### src/tmr_map.svh
`ifndef TMR_MAP_SVH
`define TMR_MAP_SVH

// register indices; byte address is four times the index
`define TMR_IDX_TICK_COUNT 8'h01
`define TMR_IDX_IRQ_CONTROL 8'h0b
`define TMR_IDX_OPTION_CONFIG 8'h81
`define TMR_IDX_PORT_A_DIRECTION 8'h85
`define TMR_IDX_EVT_STATUS 8'h90
`define TMR_IDX_EVT_ENABLE 8'h91
`define TMR_IDX_EVT_CLEAR 8'h92
`define TMR_IDX_CORE_CTRL 8'h93
`define TMR_IDX_CORE_CMD 8'h94

// reset values
`define TMR_RST_TICK_COUNT 8'h00
`define TMR_RST_IRQ_CONTROL 8'h00
`define TMR_RST_OPTION_CONFIG 8'hff
`define TMR_RST_PORT_A_DIRECTION 6'h3f

// option_config fields
`define TMR_OPT_SOURCE_SELECT 5
`define TMR_OPT_EDGE_SELECT 4
`define TMR_OPT_SCALER_ASSIGN 3
`define TMR_OPT_RATIO_HI 2
`define TMR_OPT_RATIO_LO 0

// irq_control fields
`define TMR_IRQ_OVF_ENABLE 5
`define TMR_IRQ_OVF_FLAG 2

// event status, enable and clear fields
`define TMR_EVT_OVERFLOW 0
`define TMR_EVT_WDT_TICK 1
`define TMR_EVT_WIDTH 2

// core control and command fields
`define TMR_CTRL_SLEEP 0
`define TMR_CMD_WDT_CLEAR 0

// timing: one instruction cycle is four clocks, write holds off two cycles
`define TMR_ICYC_CLOCKS 3'd4
`define TMR_WRITE_INHIBIT 2'd2
`define TMR_COUNT_MAX 8'hff

`endif

### src/tmr_pkg.sv
package tmr_pkg;

  // bus slave phase
  typedef enum logic [0:0] {
    TMR_BUS_IDLE = 1'b0,
    TMR_BUS_DATA = 1'b1
  } tmr_bus_st_t;

  // prescaler owner, as coded by the scaler assign bit
  typedef enum logic [0:0] {
    TMR_PRE_COUNTER = 1'b0,
    TMR_PRE_WATCHDOG = 1'b1
  } tmr_pre_user_t;

endpackage

### src/tmr_top.sv
// Functional notes
// - timer mode counts every instruction cycle
// - counter write blocks counting two instruction cycles
// - counter mode counts external pin edges
// - edge select: clear rising, set falling
// - external pin synchronised before counting
// - one 8-bit prescaler, counter or watchdog
// - prescaler count hidden from software
// - counter prescale ratios 1:2 to 1:256
// - watchdog prescale ratios 1:1 to 1:128
// - counter write clears prescaler when the counter owns it, keeps assignment
// - watchdog clear also clears prescaler when the watchdog owns it
// - assignment may change at any time
// - rollover FFh to 00h sets overflow flag
// - enable bit masks request, flag still sets
// - timer stopped during sleep
`include "tmr_map.svh"
`timescale 1ns/1ps
`default_nettype none

module tmr_top (
  input wire logic hclk, // clock, 20 MHz
  input wire logic hresetn, // async reset, active low
  input wire logic hsel, // slave select
  input wire logic [31:0] haddr, // byte address
  input wire logic [1:0] htrans, // transfer type
  input wire logic hwrite, // write when high
  input wire logic [2:0] hsize, // transfer size
  input wire logic [31:0] hwdata, // write data
  input wire logic hready, // bus ready
  output logic [31:0] hrdata, // read data
  output logic hreadyout, // slave ready
  output logic hresp, // always okay
  input wire logic ext_count_pin, // external count input
  input wire logic wdt_base_tick, // watchdog time base pulse
  output logic wdt_tick, // prescaled watchdog tick
  output logic wdt_clear, // watchdog clear pulse
  output logic overflow_irq, // overflow flag and enable
  output logic irq, // enabled event pending
  output logic [5:0] port_a_direction // port a direction bits
);

  // bus side: phase, captured address phase and write strobes
  tmr_pkg::tmr_bus_st_t bus_st;
  logic addr_take;
  logic [7:0] cur_idx;
  logic cur_write;
  logic cur_hit;
  logic wr_en;
  logic [7:0] wr_byte;
  logic [7:0] rd_val;
  logic wr_option;
  logic wr_dir;
  logic wr_enable;
  logic wr_ctrl;
  logic wr_irqctl;
  logic wr_evtclr;

  // software visible registers
  logic [7:0] tick_count_reg;
  logic [7:0] irq_control_reg;
  logic [7:0] option_config;
  logic [`TMR_EVT_WIDTH-1:0] evt_status;
  logic [`TMR_EVT_WIDTH-1:0] evt_enable;
  logic sleep_mode;

  // instruction cycle timing and pin history
  logic [2:0] div_cnt;
  logic icyc_en;
  logic ext_s1;
  logic ext_s2;
  logic ext_s3;
  logic ext_edge;

  // counting path and shared prescaler
  logic [1:0] inhibit_cnt;
  logic [7:0] prescaler;
  logic [7:0] pre_mask;
  logic pre_evt;
  logic pre_hit;
  logic src_evt;
  logic cnt_step;
  logic ovf_evt;
  logic wdt_evt;
  logic tick_write;
  logic wdt_clear_cmd;

  // option fields by name
  logic source_select_bit;
  logic edge_select_bit;
  tmr_pkg::tmr_pre_user_t scaler_assign_bit;
  logic [2:0] scale_ratio_field;

  // true when the data phase writes the given register
  function automatic logic wr_to(input logic en, input logic [7:0] idx,
                                 input logic [7:0] want);
    wr_to = en && (idx == want);
  endfunction

  // prescaler terminal mask from ratio field and owner
  function automatic logic [7:0] ratio_mask(input logic [2:0] ps,
                                            input tmr_pkg::tmr_pre_user_t user);
    logic [8:0] ratio;
    ratio = 9'h000;
    if (user == tmr_pkg::TMR_PRE_COUNTER) begin
      ratio = 9'h002 << ps;
    end else begin
      ratio = 9'h001 << ps;
    end
    ratio_mask = 8'((ratio - 9'h001) & 9'h0ff);
  endfunction

  assign source_select_bit = option_config[`TMR_OPT_SOURCE_SELECT];
  assign edge_select_bit = option_config[`TMR_OPT_EDGE_SELECT];
  assign scaler_assign_bit = tmr_pkg::tmr_pre_user_t'(option_config[`TMR_OPT_SCALER_ASSIGN]);
  assign scale_ratio_field = option_config[`TMR_OPT_RATIO_HI:`TMR_OPT_RATIO_LO];

  // address phase accepted only while the slave is idle
  assign addr_take = (bus_st == tmr_pkg::TMR_BUS_IDLE) && hsel && htrans[1] && hready;

  // bus phase tracking: one wait state on every transfer
  always_ff @(posedge hclk or negedge hresetn) begin
    if (!hresetn) begin
      bus_st <= tmr_pkg::TMR_BUS_IDLE;
      hreadyout <= 1'b1;
    end else begin
      unique case (bus_st)
        tmr_pkg::TMR_BUS_IDLE: begin
          if (addr_take) begin
            bus_st <= tmr_pkg::TMR_BUS_DATA;
            hreadyout <= 1'b0;
          end
        end
        tmr_pkg::TMR_BUS_DATA: begin
          bus_st <= tmr_pkg::TMR_BUS_IDLE;
          hreadyout <= 1'b1;
        end
      endcase
    end
  end

  // address phase capture, held through the data phase
  always_ff @(posedge hclk or negedge hresetn) begin
    if (!hresetn) begin
      cur_idx <= 8'h00;
      cur_write <= 1'b0;
      cur_hit <= 1'b0;
    end else if (addr_take) begin
      cur_idx <= haddr[9:2];
      cur_write <= hwrite;
      cur_hit <= (haddr[31:10] == 22'h000000) && (haddr[1:0] == 2'h0); // misaligned reads 0
    end
  end

  // writes act at the end of the data phase, low byte only
  assign wr_en = (bus_st == tmr_pkg::TMR_BUS_DATA) && cur_write && cur_hit;
  assign wr_byte = hwdata[7:0];

  // one write strobe per register, decoded once
  assign wr_option = wr_to(wr_en, cur_idx, `TMR_IDX_OPTION_CONFIG);
  assign wr_dir = wr_to(wr_en, cur_idx, `TMR_IDX_PORT_A_DIRECTION);
  assign wr_enable = wr_to(wr_en, cur_idx, `TMR_IDX_EVT_ENABLE);
  assign wr_ctrl = wr_to(wr_en, cur_idx, `TMR_IDX_CORE_CTRL);
  assign wr_irqctl = wr_to(wr_en, cur_idx, `TMR_IDX_IRQ_CONTROL);
  assign wr_evtclr = wr_to(wr_en, cur_idx, `TMR_IDX_EVT_CLEAR);
  assign tick_write = wr_to(wr_en, cur_idx, `TMR_IDX_TICK_COUNT);
  assign wdt_clear_cmd = wr_to(wr_en, cur_idx, `TMR_IDX_CORE_CMD) && wr_byte[`TMR_CMD_WDT_CLEAR];

  // read mux; the prescaler has no address
  always_comb begin
    rd_val = 8'h00;
    if (cur_hit) begin
      unique case (cur_idx)
        `TMR_IDX_TICK_COUNT: rd_val = tick_count_reg;
        `TMR_IDX_IRQ_CONTROL: rd_val = irq_control_reg;
        `TMR_IDX_OPTION_CONFIG: rd_val = option_config;
        `TMR_IDX_PORT_A_DIRECTION: rd_val = {2'h0, port_a_direction};
        `TMR_IDX_EVT_STATUS: rd_val = {6'h00, evt_status};
        `TMR_IDX_EVT_ENABLE: rd_val = {6'h00, evt_enable};
        `TMR_IDX_CORE_CTRL: rd_val = {7'h00, sleep_mode};
        default: rd_val = 8'h00;
      endcase
    end
  end

  // read data and response
  always_ff @(posedge hclk or negedge hresetn) begin
    if (!hresetn) begin
      hrdata <= 32'h00000000;
      hresp <= 1'b0;
    end else begin
      hresp <= 1'b0;
      if (bus_st == tmr_pkg::TMR_BUS_DATA && !cur_write) begin
        hrdata <= {24'h000000, rd_val};
      end
    end
  end

  // option register; the prescaler owner may change at any time, count kept
  always_ff @(posedge hclk or negedge hresetn) begin
    if (!hresetn) begin
      option_config <= `TMR_RST_OPTION_CONFIG;
    end else if (wr_option) begin
      option_config <= wr_byte;
    end
  end

  // port a direction bits, upper two bits not stored
  always_ff @(posedge hclk or negedge hresetn) begin
    if (!hresetn) begin
      port_a_direction <= `TMR_RST_PORT_A_DIRECTION;
    end else if (wr_dir) begin
      port_a_direction <= wr_byte[5:0];
    end
  end

  // event interrupt enables
  always_ff @(posedge hclk or negedge hresetn) begin
    if (!hresetn) begin
      evt_enable <= '0;
    end else if (wr_enable) begin
      evt_enable <= wr_byte[`TMR_EVT_WIDTH-1:0];
    end
  end

  // sleep control; the watchdog path keeps running while asleep
  always_ff @(posedge hclk or negedge hresetn) begin
    if (!hresetn) begin
      sleep_mode <= 1'b0;
    end else if (wr_ctrl) begin
      sleep_mode <= wr_byte[`TMR_CTRL_SLEEP];
    end
  end

  // instruction cycle enable, stopped in sleep
  always_ff @(posedge hclk or negedge hresetn) begin
    if (!hresetn) begin
      div_cnt <= 3'd0;
      icyc_en <= 1'b0;
    end else if (sleep_mode) begin
      div_cnt <= 3'd0;
      icyc_en <= 1'b0;
    end else begin
      icyc_en <= (div_cnt == `TMR_ICYC_CLOCKS - 3'd1);
      if (div_cnt == `TMR_ICYC_CLOCKS - 3'd1) begin
        div_cnt <= 3'd0;
      end else begin
        div_cnt <= div_cnt + 3'd1;
      end
    end
  end

  // external pin synchroniser and edge history
  always_ff @(posedge hclk or negedge hresetn) begin
    if (!hresetn) begin
      ext_s1 <= 1'b0;
      ext_s2 <= 1'b0;
      ext_s3 <= 1'b0;
    end else begin
      ext_s1 <= ext_count_pin;
      ext_s2 <= ext_s1;
      ext_s3 <= ext_s2;
    end
  end

  // selected edge of the synchronised pin
  assign ext_edge = edge_select_bit ? (ext_s3 && !ext_s2) : (!ext_s3 && ext_s2);

  // hold-off after a counter write, in instruction cycles
  always_ff @(posedge hclk or negedge hresetn) begin
    if (!hresetn) begin
      inhibit_cnt <= 2'd0;
    end else if (tick_write) begin
      inhibit_cnt <= `TMR_WRITE_INHIBIT;
    end else if (icyc_en && inhibit_cnt != 2'd0) begin
      inhibit_cnt <= inhibit_cnt - 2'd1;
    end
  end

  // counting source: instruction cycles or pin edges
  assign src_evt = (source_select_bit ? ext_edge : icyc_en)
                   && !sleep_mode && (inhibit_cnt == 2'd0);

  // shared prescaler input and terminal count
  assign pre_mask = ratio_mask(scale_ratio_field, scaler_assign_bit);
  assign pre_evt = (scaler_assign_bit == tmr_pkg::TMR_PRE_COUNTER) ? src_evt
                   : wdt_base_tick;
  assign pre_hit = pre_evt && ((prescaler & pre_mask) == pre_mask);
  assign cnt_step = (scaler_assign_bit == tmr_pkg::TMR_PRE_COUNTER) ? pre_hit : src_evt;
  assign wdt_evt = (scaler_assign_bit == tmr_pkg::TMR_PRE_WATCHDOG) && pre_hit;

  // prescaler count, cleared by its owner's clear event
  always_ff @(posedge hclk or negedge hresetn) begin
    if (!hresetn) begin
      prescaler <= 8'h00;
    end else if (tick_write && scaler_assign_bit == tmr_pkg::TMR_PRE_COUNTER) begin
      prescaler <= 8'h00;
    end else if (wdt_clear_cmd && scaler_assign_bit == tmr_pkg::TMR_PRE_WATCHDOG) begin
      prescaler <= 8'h00;
    end else if (pre_hit) begin
      prescaler <= 8'h00;
    end else if (pre_evt) begin
      prescaler <= prescaler + 8'h01;
    end
  end

  // watchdog tick and clear pulses toward the watchdog
  always_ff @(posedge hclk or negedge hresetn) begin
    if (!hresetn) begin
      wdt_tick <= 1'b0;
      wdt_clear <= 1'b0;
    end else begin
      wdt_tick <= wdt_evt;
      wdt_clear <= wdt_clear_cmd;
    end
  end

  // the counter itself; a write wins over a step
  assign ovf_evt = cnt_step && !tick_write && (tick_count_reg == `TMR_COUNT_MAX);

  always_ff @(posedge hclk or negedge hresetn) begin
    if (!hresetn) begin
      tick_count_reg <= `TMR_RST_TICK_COUNT;
    end else if (tick_write) begin
      tick_count_reg <= wr_byte;
    end else if (cnt_step) begin
      tick_count_reg <= tick_count_reg + 8'h01;
    end
  end

  // interrupt control; hardware set wins over software clear
  always_ff @(posedge hclk or negedge hresetn) begin
    if (!hresetn) begin
      irq_control_reg <= `TMR_RST_IRQ_CONTROL;
    end else begin
      if (wr_irqctl) begin
        irq_control_reg <= wr_byte;
      end
      if (ovf_evt) begin
        irq_control_reg[`TMR_IRQ_OVF_FLAG] <= 1'b1;
      end
    end
  end

  // sticky event status with write-one-to-clear register
  always_ff @(posedge hclk or negedge hresetn) begin
    if (!hresetn) begin
      evt_status <= '0;
    end else begin
      for (int i = 0; i < `TMR_EVT_WIDTH; i++) begin
        if ((i == `TMR_EVT_OVERFLOW && ovf_evt) || (i == `TMR_EVT_WDT_TICK && wdt_evt)) begin
          evt_status[i] <= 1'b1;
        end else if (wr_evtclr && wr_byte[i]) begin
          evt_status[i] <= 1'b0;
        end
      end
    end
  end

  // interrupt outputs
  always_ff @(posedge hclk or negedge hresetn) begin
    if (!hresetn) begin
      overflow_irq <= 1'b0;
      irq <= 1'b0;
    end else begin
      overflow_irq <= irq_control_reg[`TMR_IRQ_OVF_FLAG]
                      && irq_control_reg[`TMR_IRQ_OVF_ENABLE];
      irq <= |(evt_status & evt_enable);
    end
  end

endmodule

`default_nettype wire

### config.mk
export PLATFORM = sky130hd
export DESIGN_NAME = tmr_top
export DESIGN_NICKNAME = d
export VERILOG_FILES = /design/src/tmr_pkg.sv /design/src/tmr_top.sv
export VERILOG_INCLUDE_DIRS = /design/src
export SDC_FILE = /design/constraint.sdc
export NUM_CORES = 1
export LEC_CHECK = 0
export BUFFER_PORTS_ARGS = -buffer_cell sky130_fd_sc_hd__buf_2
export CELL_PAD_IN_SITES_DETAIL_PLACEMENT = 2
export CELL_PAD_IN_SITES_GLOBAL_PLACEMENT = 2
export CORE_MARGIN = 2
export CORE_UTILIZATION = 34
export CTS_CLUSTER_DIAMETER = 120
export DETAILED_ROUTE_END_ITERATION = 10
export HOLD_SLACK_MARGIN = 0.05
export PLACE_DENSITY = 0.9
export SETUP_SLACK_MARGIN = 0.05
export SLEW_MARGIN = 25
export SYNTH_ARGS = -nofsm -noshare
export SYNTH_HDL_FRONTEND = slang
export SYNTH_SLANG_ARGS = --single-unit
### constraint.sdc
create_clock -name hclk -period 4.9 [get_ports hclk]
set_clock_uncertainty 0.2 [all_clocks]
set_input_delay 0.98 -clock hclk [delete_from_list [all_inputs] [get_ports hclk]]
set_output_delay 0.98 -clock hclk [all_outputs]
set_load 0.03 [all_outputs]
# Word level (Yosys, flattened, before mapping)
# Cells that the tools add are included.
[word_totals] in_bits=76 output_inout_bits=44 regBits=76
[classes] add_sub_neg=5 n_bitwise=4 n_reduce_logical=46 shifts=2 n_mux=28 n_eq_ne=13
[op_table] operator="equality test 8 bit, second input constant" count=8
[op_table] operator="two-way mux 8 bit" count=8
[op_table] operator="one-hot mux 8 bit (7 select lines)" count=1
[op_table] operator="logical AND 1 bit" count=30
[op_table] operator="zero test 22 bit" count=1
[op_table] operator="adder 8 x 1 -> 8 bit, second input constant" count=2
[op_table] operator="two-way mux 1 bit" count=12
[op_table] operator="nonzero test 2 bit" count=6
[op_table] operator="two-way mux 3 bit" count=3
[op_table] operator="bitwise AND 8 bit" count=1
[op_table] operator="equality test 8 x 1 -> 1 bit, second input constant" count=1
[op_table] operator="equality test 8 x 4 -> 1 bit, second input constant" count=1
[op_table] operator="equality test 8 bit" count=1
[op_table] operator="<< shifter 1 x 3 -> 8 bit, first input constant" count=1
[op_table] operator="<< shifter 2 x 3 -> 8 bit, first input constant" count=1
[op_table] operator="subtractor 8 x 1 -> 8 bit, second input constant" count=1
[op_table] operator="zero test 1 bit" count=5
[op_table] operator="zero test 2 bit" count=2
[op_table] operator="two-way mux 2 bit" count=2
[op_table] operator="one-hot mux 1 bit (2 select lines)" count=2
[op_table] operator="nonzero test 4 bit" count=1
[op_table] operator="adder 3 x 1 -> 3 bit, second input constant" count=1
[op_table] operator="equality test 3 x 2 -> 1 bit, second input constant" count=1
[op_table] operator="bitwise AND 2 bit" count=1
[op_table] operator="other kinds (4)" count=5

# Depth between registers and ports, before layout
[depth] depth_word=12 mapped_depth=12 depth_no_buf=11

# Worst setup path after synthesis
# No wires, ideal clock.
[synth_timing] path_kind="flip-flop to flip-flop" start="register option_config[0]" end="register tick_count_reg[6]" path_slack_ns=1.849 setup_ns=0.124 arrival_ns=2.728 period_less_slack_ns=3.051 stages_incl_launch_ff=13 path_cell_list="dfstp_2 -> inv_1 -> ha_1 -> buf_2 -> nand2_1 -> ha_1 -> nor2b_1 -> a221oi_1 -> a31oi_1 -> o311ai_4 -> o22ai_4 -> nor3b_1 -> o31a_1"
[synth_between] elab_chain_cells=8
[synth_lines] item="from (decl)" line_no="tmr_top.sv:62" source="logic [7:0] option_config;"
[synth_lines] item="from (signal assigned)" line_no="tmr_top.sv:202" source="option_config <= `TMR_RST_OPTION_CONFIG;"
[synth_lines] item="from (signal assigned)" line_no="tmr_top.sv:204" source="option_config <= wr_byte;"
[synth_lines] item="<< shifter 2 x 3 -> 8 bit or << shifter 1 x 3 -> 8 bit (tied branches)" line_no="tmr_top.sv:106, tmr_top.sv:108"
[synth_lines] item="two-way mux 8 bit (*)" line_no="tmr_top.sv:105" source="if (user == tmr_pkg::TMR_PRE_COUNTER) begin"
[synth_lines] item="subtractor 8 x 1 -> 8 bit (*)" line_no="tmr_top.sv:110" source="ratio_mask = 8'((ratio - 9'h001) & 9'h0ff);"
[synth_lines] item="bitwise AND 8 bit" line_no="tmr_top.sv:288" source="assign pre_hit = pre_evt && ((prescaler & pre_mask) == pre_mask);"
[synth_lines] item="equality test 8 bit (*)" line_no="tmr_top.sv:288"
[synth_lines] item="logical AND 1 bit (*)" line_no="tmr_top.sv:288"
[synth_lines] item="two-way mux 1 bit (*)" line_no="tmr_top.sv:289" source="assign cnt_step = (scaler_assign_bit == tmr_pkg::TMR_PRE_COUNTER) ? pre_hit : src_evt;"
[synth_lines] item="nonzero test 2 bit (no line) (*)"
[synth_lines] item="to (signal assigned)" line_no="tmr_top.sv:323" source="tick_count_reg <= `TMR_RST_TICK_COUNT;"
[synth_lines] item="to (signal assigned)" line_no="tmr_top.sv:325" source="tick_count_reg <= wr_byte;"
[synth_lines] item="to (signal assigned)" line_no="tmr_top.sv:327" source="tick_count_reg <= tick_count_reg + 8'h01;"
[synth_lines] item="to (decl)" line_no="tmr_top.sv:60" source="logic [7:0] tick_count_reg;"
# Every way passes the cells marked *; elsewhere a longest branch is shown, timed or not.
# A chain may end at the register's enable or synchronous reset.

# Worst setup path after layout
[layout_timing] start="register option_config[3]" end="register tick_count_reg[6]"
[layout_between] elab_chain_cells=7
[layout_lines] item="two-way mux 8 bit" line_no="tmr_top.sv:105"
[layout_lines] item="subtractor 8 x 1 -> 8 bit" line_no="tmr_top.sv:110"
[layout_lines] item="bitwise AND 8 bit" line_no="tmr_top.sv:288"
[layout_lines] item="equality test 8 bit" line_no="tmr_top.sv:288"
[layout_lines] item="logical AND 1 bit" line_no="tmr_top.sv:288"
[layout_lines] item="two-way mux 1 bit (*)" line_no="tmr_top.sv:289"
[layout_lines] item="nonzero test 2 bit (no line) (*)"
# Marks and branches as above.

==> impl_metrics.json <==
{
  "ff2ff_setup_slack_ns": 1.26,
  "dr.pass1.iters": 4,
  "p_comb_share_pct": 15.7,
  "synth-seq-cells": 76,
  "timing.rr.end": "tick_count_reg[6]$_DFFE_PN0P_",
  "syn_area_per_cell_um2": 10.0,
  "switching_share_pct": 29.8,
  "grt.total_usage_pct": 21.3,
  "worst-slew-pin-transition_ns": 0.839,
  "insertion_delay_ns": 0.34,
  "synth_top_area_share_pct": 35.9,
  "start_util_pct": 35.1,
  "numClockSinks": 76,
  "p_switching_mw": 0.494,
  "finalNetCount": 569,
  "route.detailed.drc": 0,
  "status": "complete, no violations",
  "r2r-start": "option_config[3]$_DFFE_PN1P_",
  "intPower_mw": 1.16,
  "grt_pass1_vias": 4018,
  "critical_path.top_delay_family": "compound AO/OA/AOI/OAI gates",
  "maxSlewViolCount": 0,
  "n_antenna_cell": 0,
  "synth_seq_area_share_pct": 45.2,
  "wl_per_cell_um": 20.6,
  "drv_cap": 0,
  "die_w_um": 116,
  "ys_top_cells_by_area": "dfrtp_1 (36%), dfstp_2 (9.3%), mux2_2 (6.6%), nand2_1 (6.3%), buf_4 (4.6%)",
  "synth_cells": 423,
  "crit_chain": "ha_1, nand2_1, ha_1, a2111oi_0, nor4_2, o311ai_4, o22ai_4, nor3b_1, o31a_1",
  "critPathCaptureType": "flop",
  "hold_path_class": "flop to flop",
  "rsz0062_at_grt": "no",
  "clockBufferDepth": 2,
  "dp_cells": 643,
  "cts_tree": "yes",
  "io_pins": 120,
  "fmax_mhz": 274,
  "hold_viol_final": 0,
  "hold_buffers": 0,
  "postLayoutCoreUtil_pct": 40.7,
  "cp_data_arrival_time_ns": 3.67,
  "ys_warn_count": 0,
  "seqPwrFrac_pct": 45.3,
  "io_buffer_count": 66,
  "drt_wl_total_um": 13600,
  "setup_violations": 0,
  "h-tree-depth": 3,
  "path_common_cell": "ha_1",
  "whs_ns": 0.182,
  "final.setup.tns_ns": 0,
  "cts_buffers": 9,
  "drive_gt1_share_pct": 29.1,
  "p_leak_nw": 2.23,
  "cp_num_cells": 9,
  "power.density_mw_per_mm2": 336,
  "start_kind": "flop",
  "ys_types": 67,
  "coreArea_mm2": 0.0121,
  "reg2reg_depth": 9,
  "cp-endpoint": "tick_count_reg[6]$_DFFE_PN0P_",
  "synth_edf_count": 0,
  "num_rows": 40,
  "ir_drop_mv": 0.184,
  "antenna_found_initial": 0,
  "startpoint": "option_config[3]$_DFFE_PN1P_",
  "fin_crit_ns": 3.64,
  "p_clk_share_pct": 38.9,
  "power_mw": 1.66,
  "dr_total_vias": 3523,
  "grt_max_degree": 77,
  "die_area_mm2": 0.0134,
  "place_congestion": 0.821,
  "relSlewSlack_pct": 43.9,
  "critical_path.max_stage_delay_ns": 0.74,
  "dpl.hpwl_um": 9970,
  "fin_crit_sh_pct": 74.4,
  "synth_top_area_cell": "dfrtp_1",
  "clk_pin_slew_ns": 0.06,
  "grt_pass1_wl_um": 21500,
  "critPathSlowestCell": "a2111oi_0",
  "ctsResizeCount": 0,
  "critPathMaxFanout": 11,
  "area_delta_synth_final_pct": 15.9,
  "cts_root_buffer": "clkbuf_16",
  "grt_remaining_overflow": 0,
  "worstPathRequired_ns": 4.92,
  "drt_iter0_drc": 142,
  "die_y_um": 116,
  "cts_setup_buffers": 0,
  "syn_area_mm2": 0.00425,
  "layout.cells.non_filler": 659,
  "synth-main-ff-cell": "dfrtp_1",
  "ant_nets": 0,
  "path_buf_inv": 0,
  "viasPerCell": 5.35,
  "async_reset_ff_share_pct": 100,
  "path_class": "flop to flop"
}
## kinds of logic (layout without fill, tap and decap cells)
kind of cell / after synthesis / count (layout) / synth area share [%]
simple gates: 175 / 175 / 22.1
compound gates: 78 / 78 / 14.3
flops: 76 / 76 / 45.2
buf+inv: 50 / 94 / 7.09
mux: 33 / 33 / 8.51
fa+ha+maj: 7 / 7 / 2.06
xor+xnor: 3 / 3 / 0.618
other cells: 1 / 25 / 0.0882
## synth_stat cells (4+ instances only)
| master | n |
|---|---|
| buf_2 | 7 |
| a21oi_1 | 11 |
| buf_4 | 26 |
| o21ai_0 | 8 |
| nor4_1 | 8 |
| inv_1 | 11 |
| and3_1 | 4 |
| mux2_2 | 25 |
| o21ai_1 | 11 |
| nor3_1 | 10 |
| clkbuf_1 | 5 |
| nor2_1 | 18 |
| a221oi_1 | 5 |
| mux2i_1 | 8 |
| nand2b_1 | 8 |
| nand2_1 | 71 |
| ha_1 | 7 |
| dfrtp_1 | 61 |
| dfstp_2 | 15 |
| nor3b_1 | 7 |
| a22o_1 | 4 |
| nand3_1 | 15 |
| nor2b_1 | 9 |
| a22o_2 | 4 |
## routing by layer
metal	routed length (µm)	global-route usage [%]	vias up
met5	0	0	-
met4	326	8.10	0
met3	433	3.82	23
met2	7340	40.0	96
met1	5490	24.0	1808
li1	-	-	1596
## power groups by stage
stage / sequential (mW) / clock (mW) / combinational [mW]
after floorplan: 0.732 / 0 / 0.210
after global placement: 0.754 / 0 / 0.245
after detailed placement: 0.760 / 0 / 0.262
after CTS: 0.751 / 0.662 / 0.264
after global routing: 0.760 / 0.683 / 0.290
final: 0.751 / 0.644 / 0.260
## cells in the final DEF (no fill, tap or decap), types with 3 or more instances in the layout
cell type,synthesis,layout
inv_1,11,11
nand3_1,15,15
a221oi_1,5,5
or2_2,3,3
xnor2_1,3,3
clkbuf_1,5,3
o21ai_0,8,8
nor4_1,8,8
nor2b_1,9,9
nor3_1,10,10
nor3b_1,7,6
clkbuf_16,0,9
o21ai_1,11,11
buf_2,7,65
a222oi_1,3,3
a21o_1,3,3
clkbuf_8,0,3
dfrtp_1,61,61
and3_1,4,4
mux2i_1,8,8
nor2_1,18,18
and2_1,3,3
nand2b_1,8,8
a22o_2,4,4
nand2_1,71,71
dfstp_2,15,15
mux2_2,25,25
a22o_1,4,4
conb_1,1,25
a21oi_1,11,11
ha_1,7,7
## worst min-delay path by stage
stage / from / endpoint / slack (ns) / cells after the start
6_report: ext_s1$_DFF_PN0_ / ext_s2$_DFF_PN0_ / 0.18 / 0
5_1_grt: ext_s1$_DFF_PN0_ / ext_s2$_DFF_PN0_ / 0.19 / 0
4_1_cts: ext_s1$_DFF_PN0_ / ext_s2$_DFF_PN0_ / 0.19 / 0
3_5_place_dp: ext_s1$_DFF_PN0_ / ext_s2$_DFF_PN0_ / 0.17 / 0
3_3_place_gp: ext_s1$_DFF_PN0_ / ext_s2$_DFF_PN0_ / 0.14 / 0
2_1_floorplan: ext_s1$_DFF_PN0_ / ext_s2$_DFF_PN0_ / 0.13 / 0
## metrics by stage
stage	setup slack, ns	instance area, µm²
after floorplan	1.85	4340
after global placement	1.51	4630
after detailed placement	1.35	4630
after CTS	1.29	4920
after global routing	1.12	4920
final	1.26	4920
## layout make-up
class                           instances  area [µm²]
Timing Repair Buffer                   67         344
Multi-Input combinational cell        321        2120
Clock buffer                           15         278
Tap cell                              168         210
Sequential cell                        76        1920
Clock inverter                          1        7.51
Fill cell                            1334        7190
Inverter                               11        41.3
(Power assumes the default switching activity.)
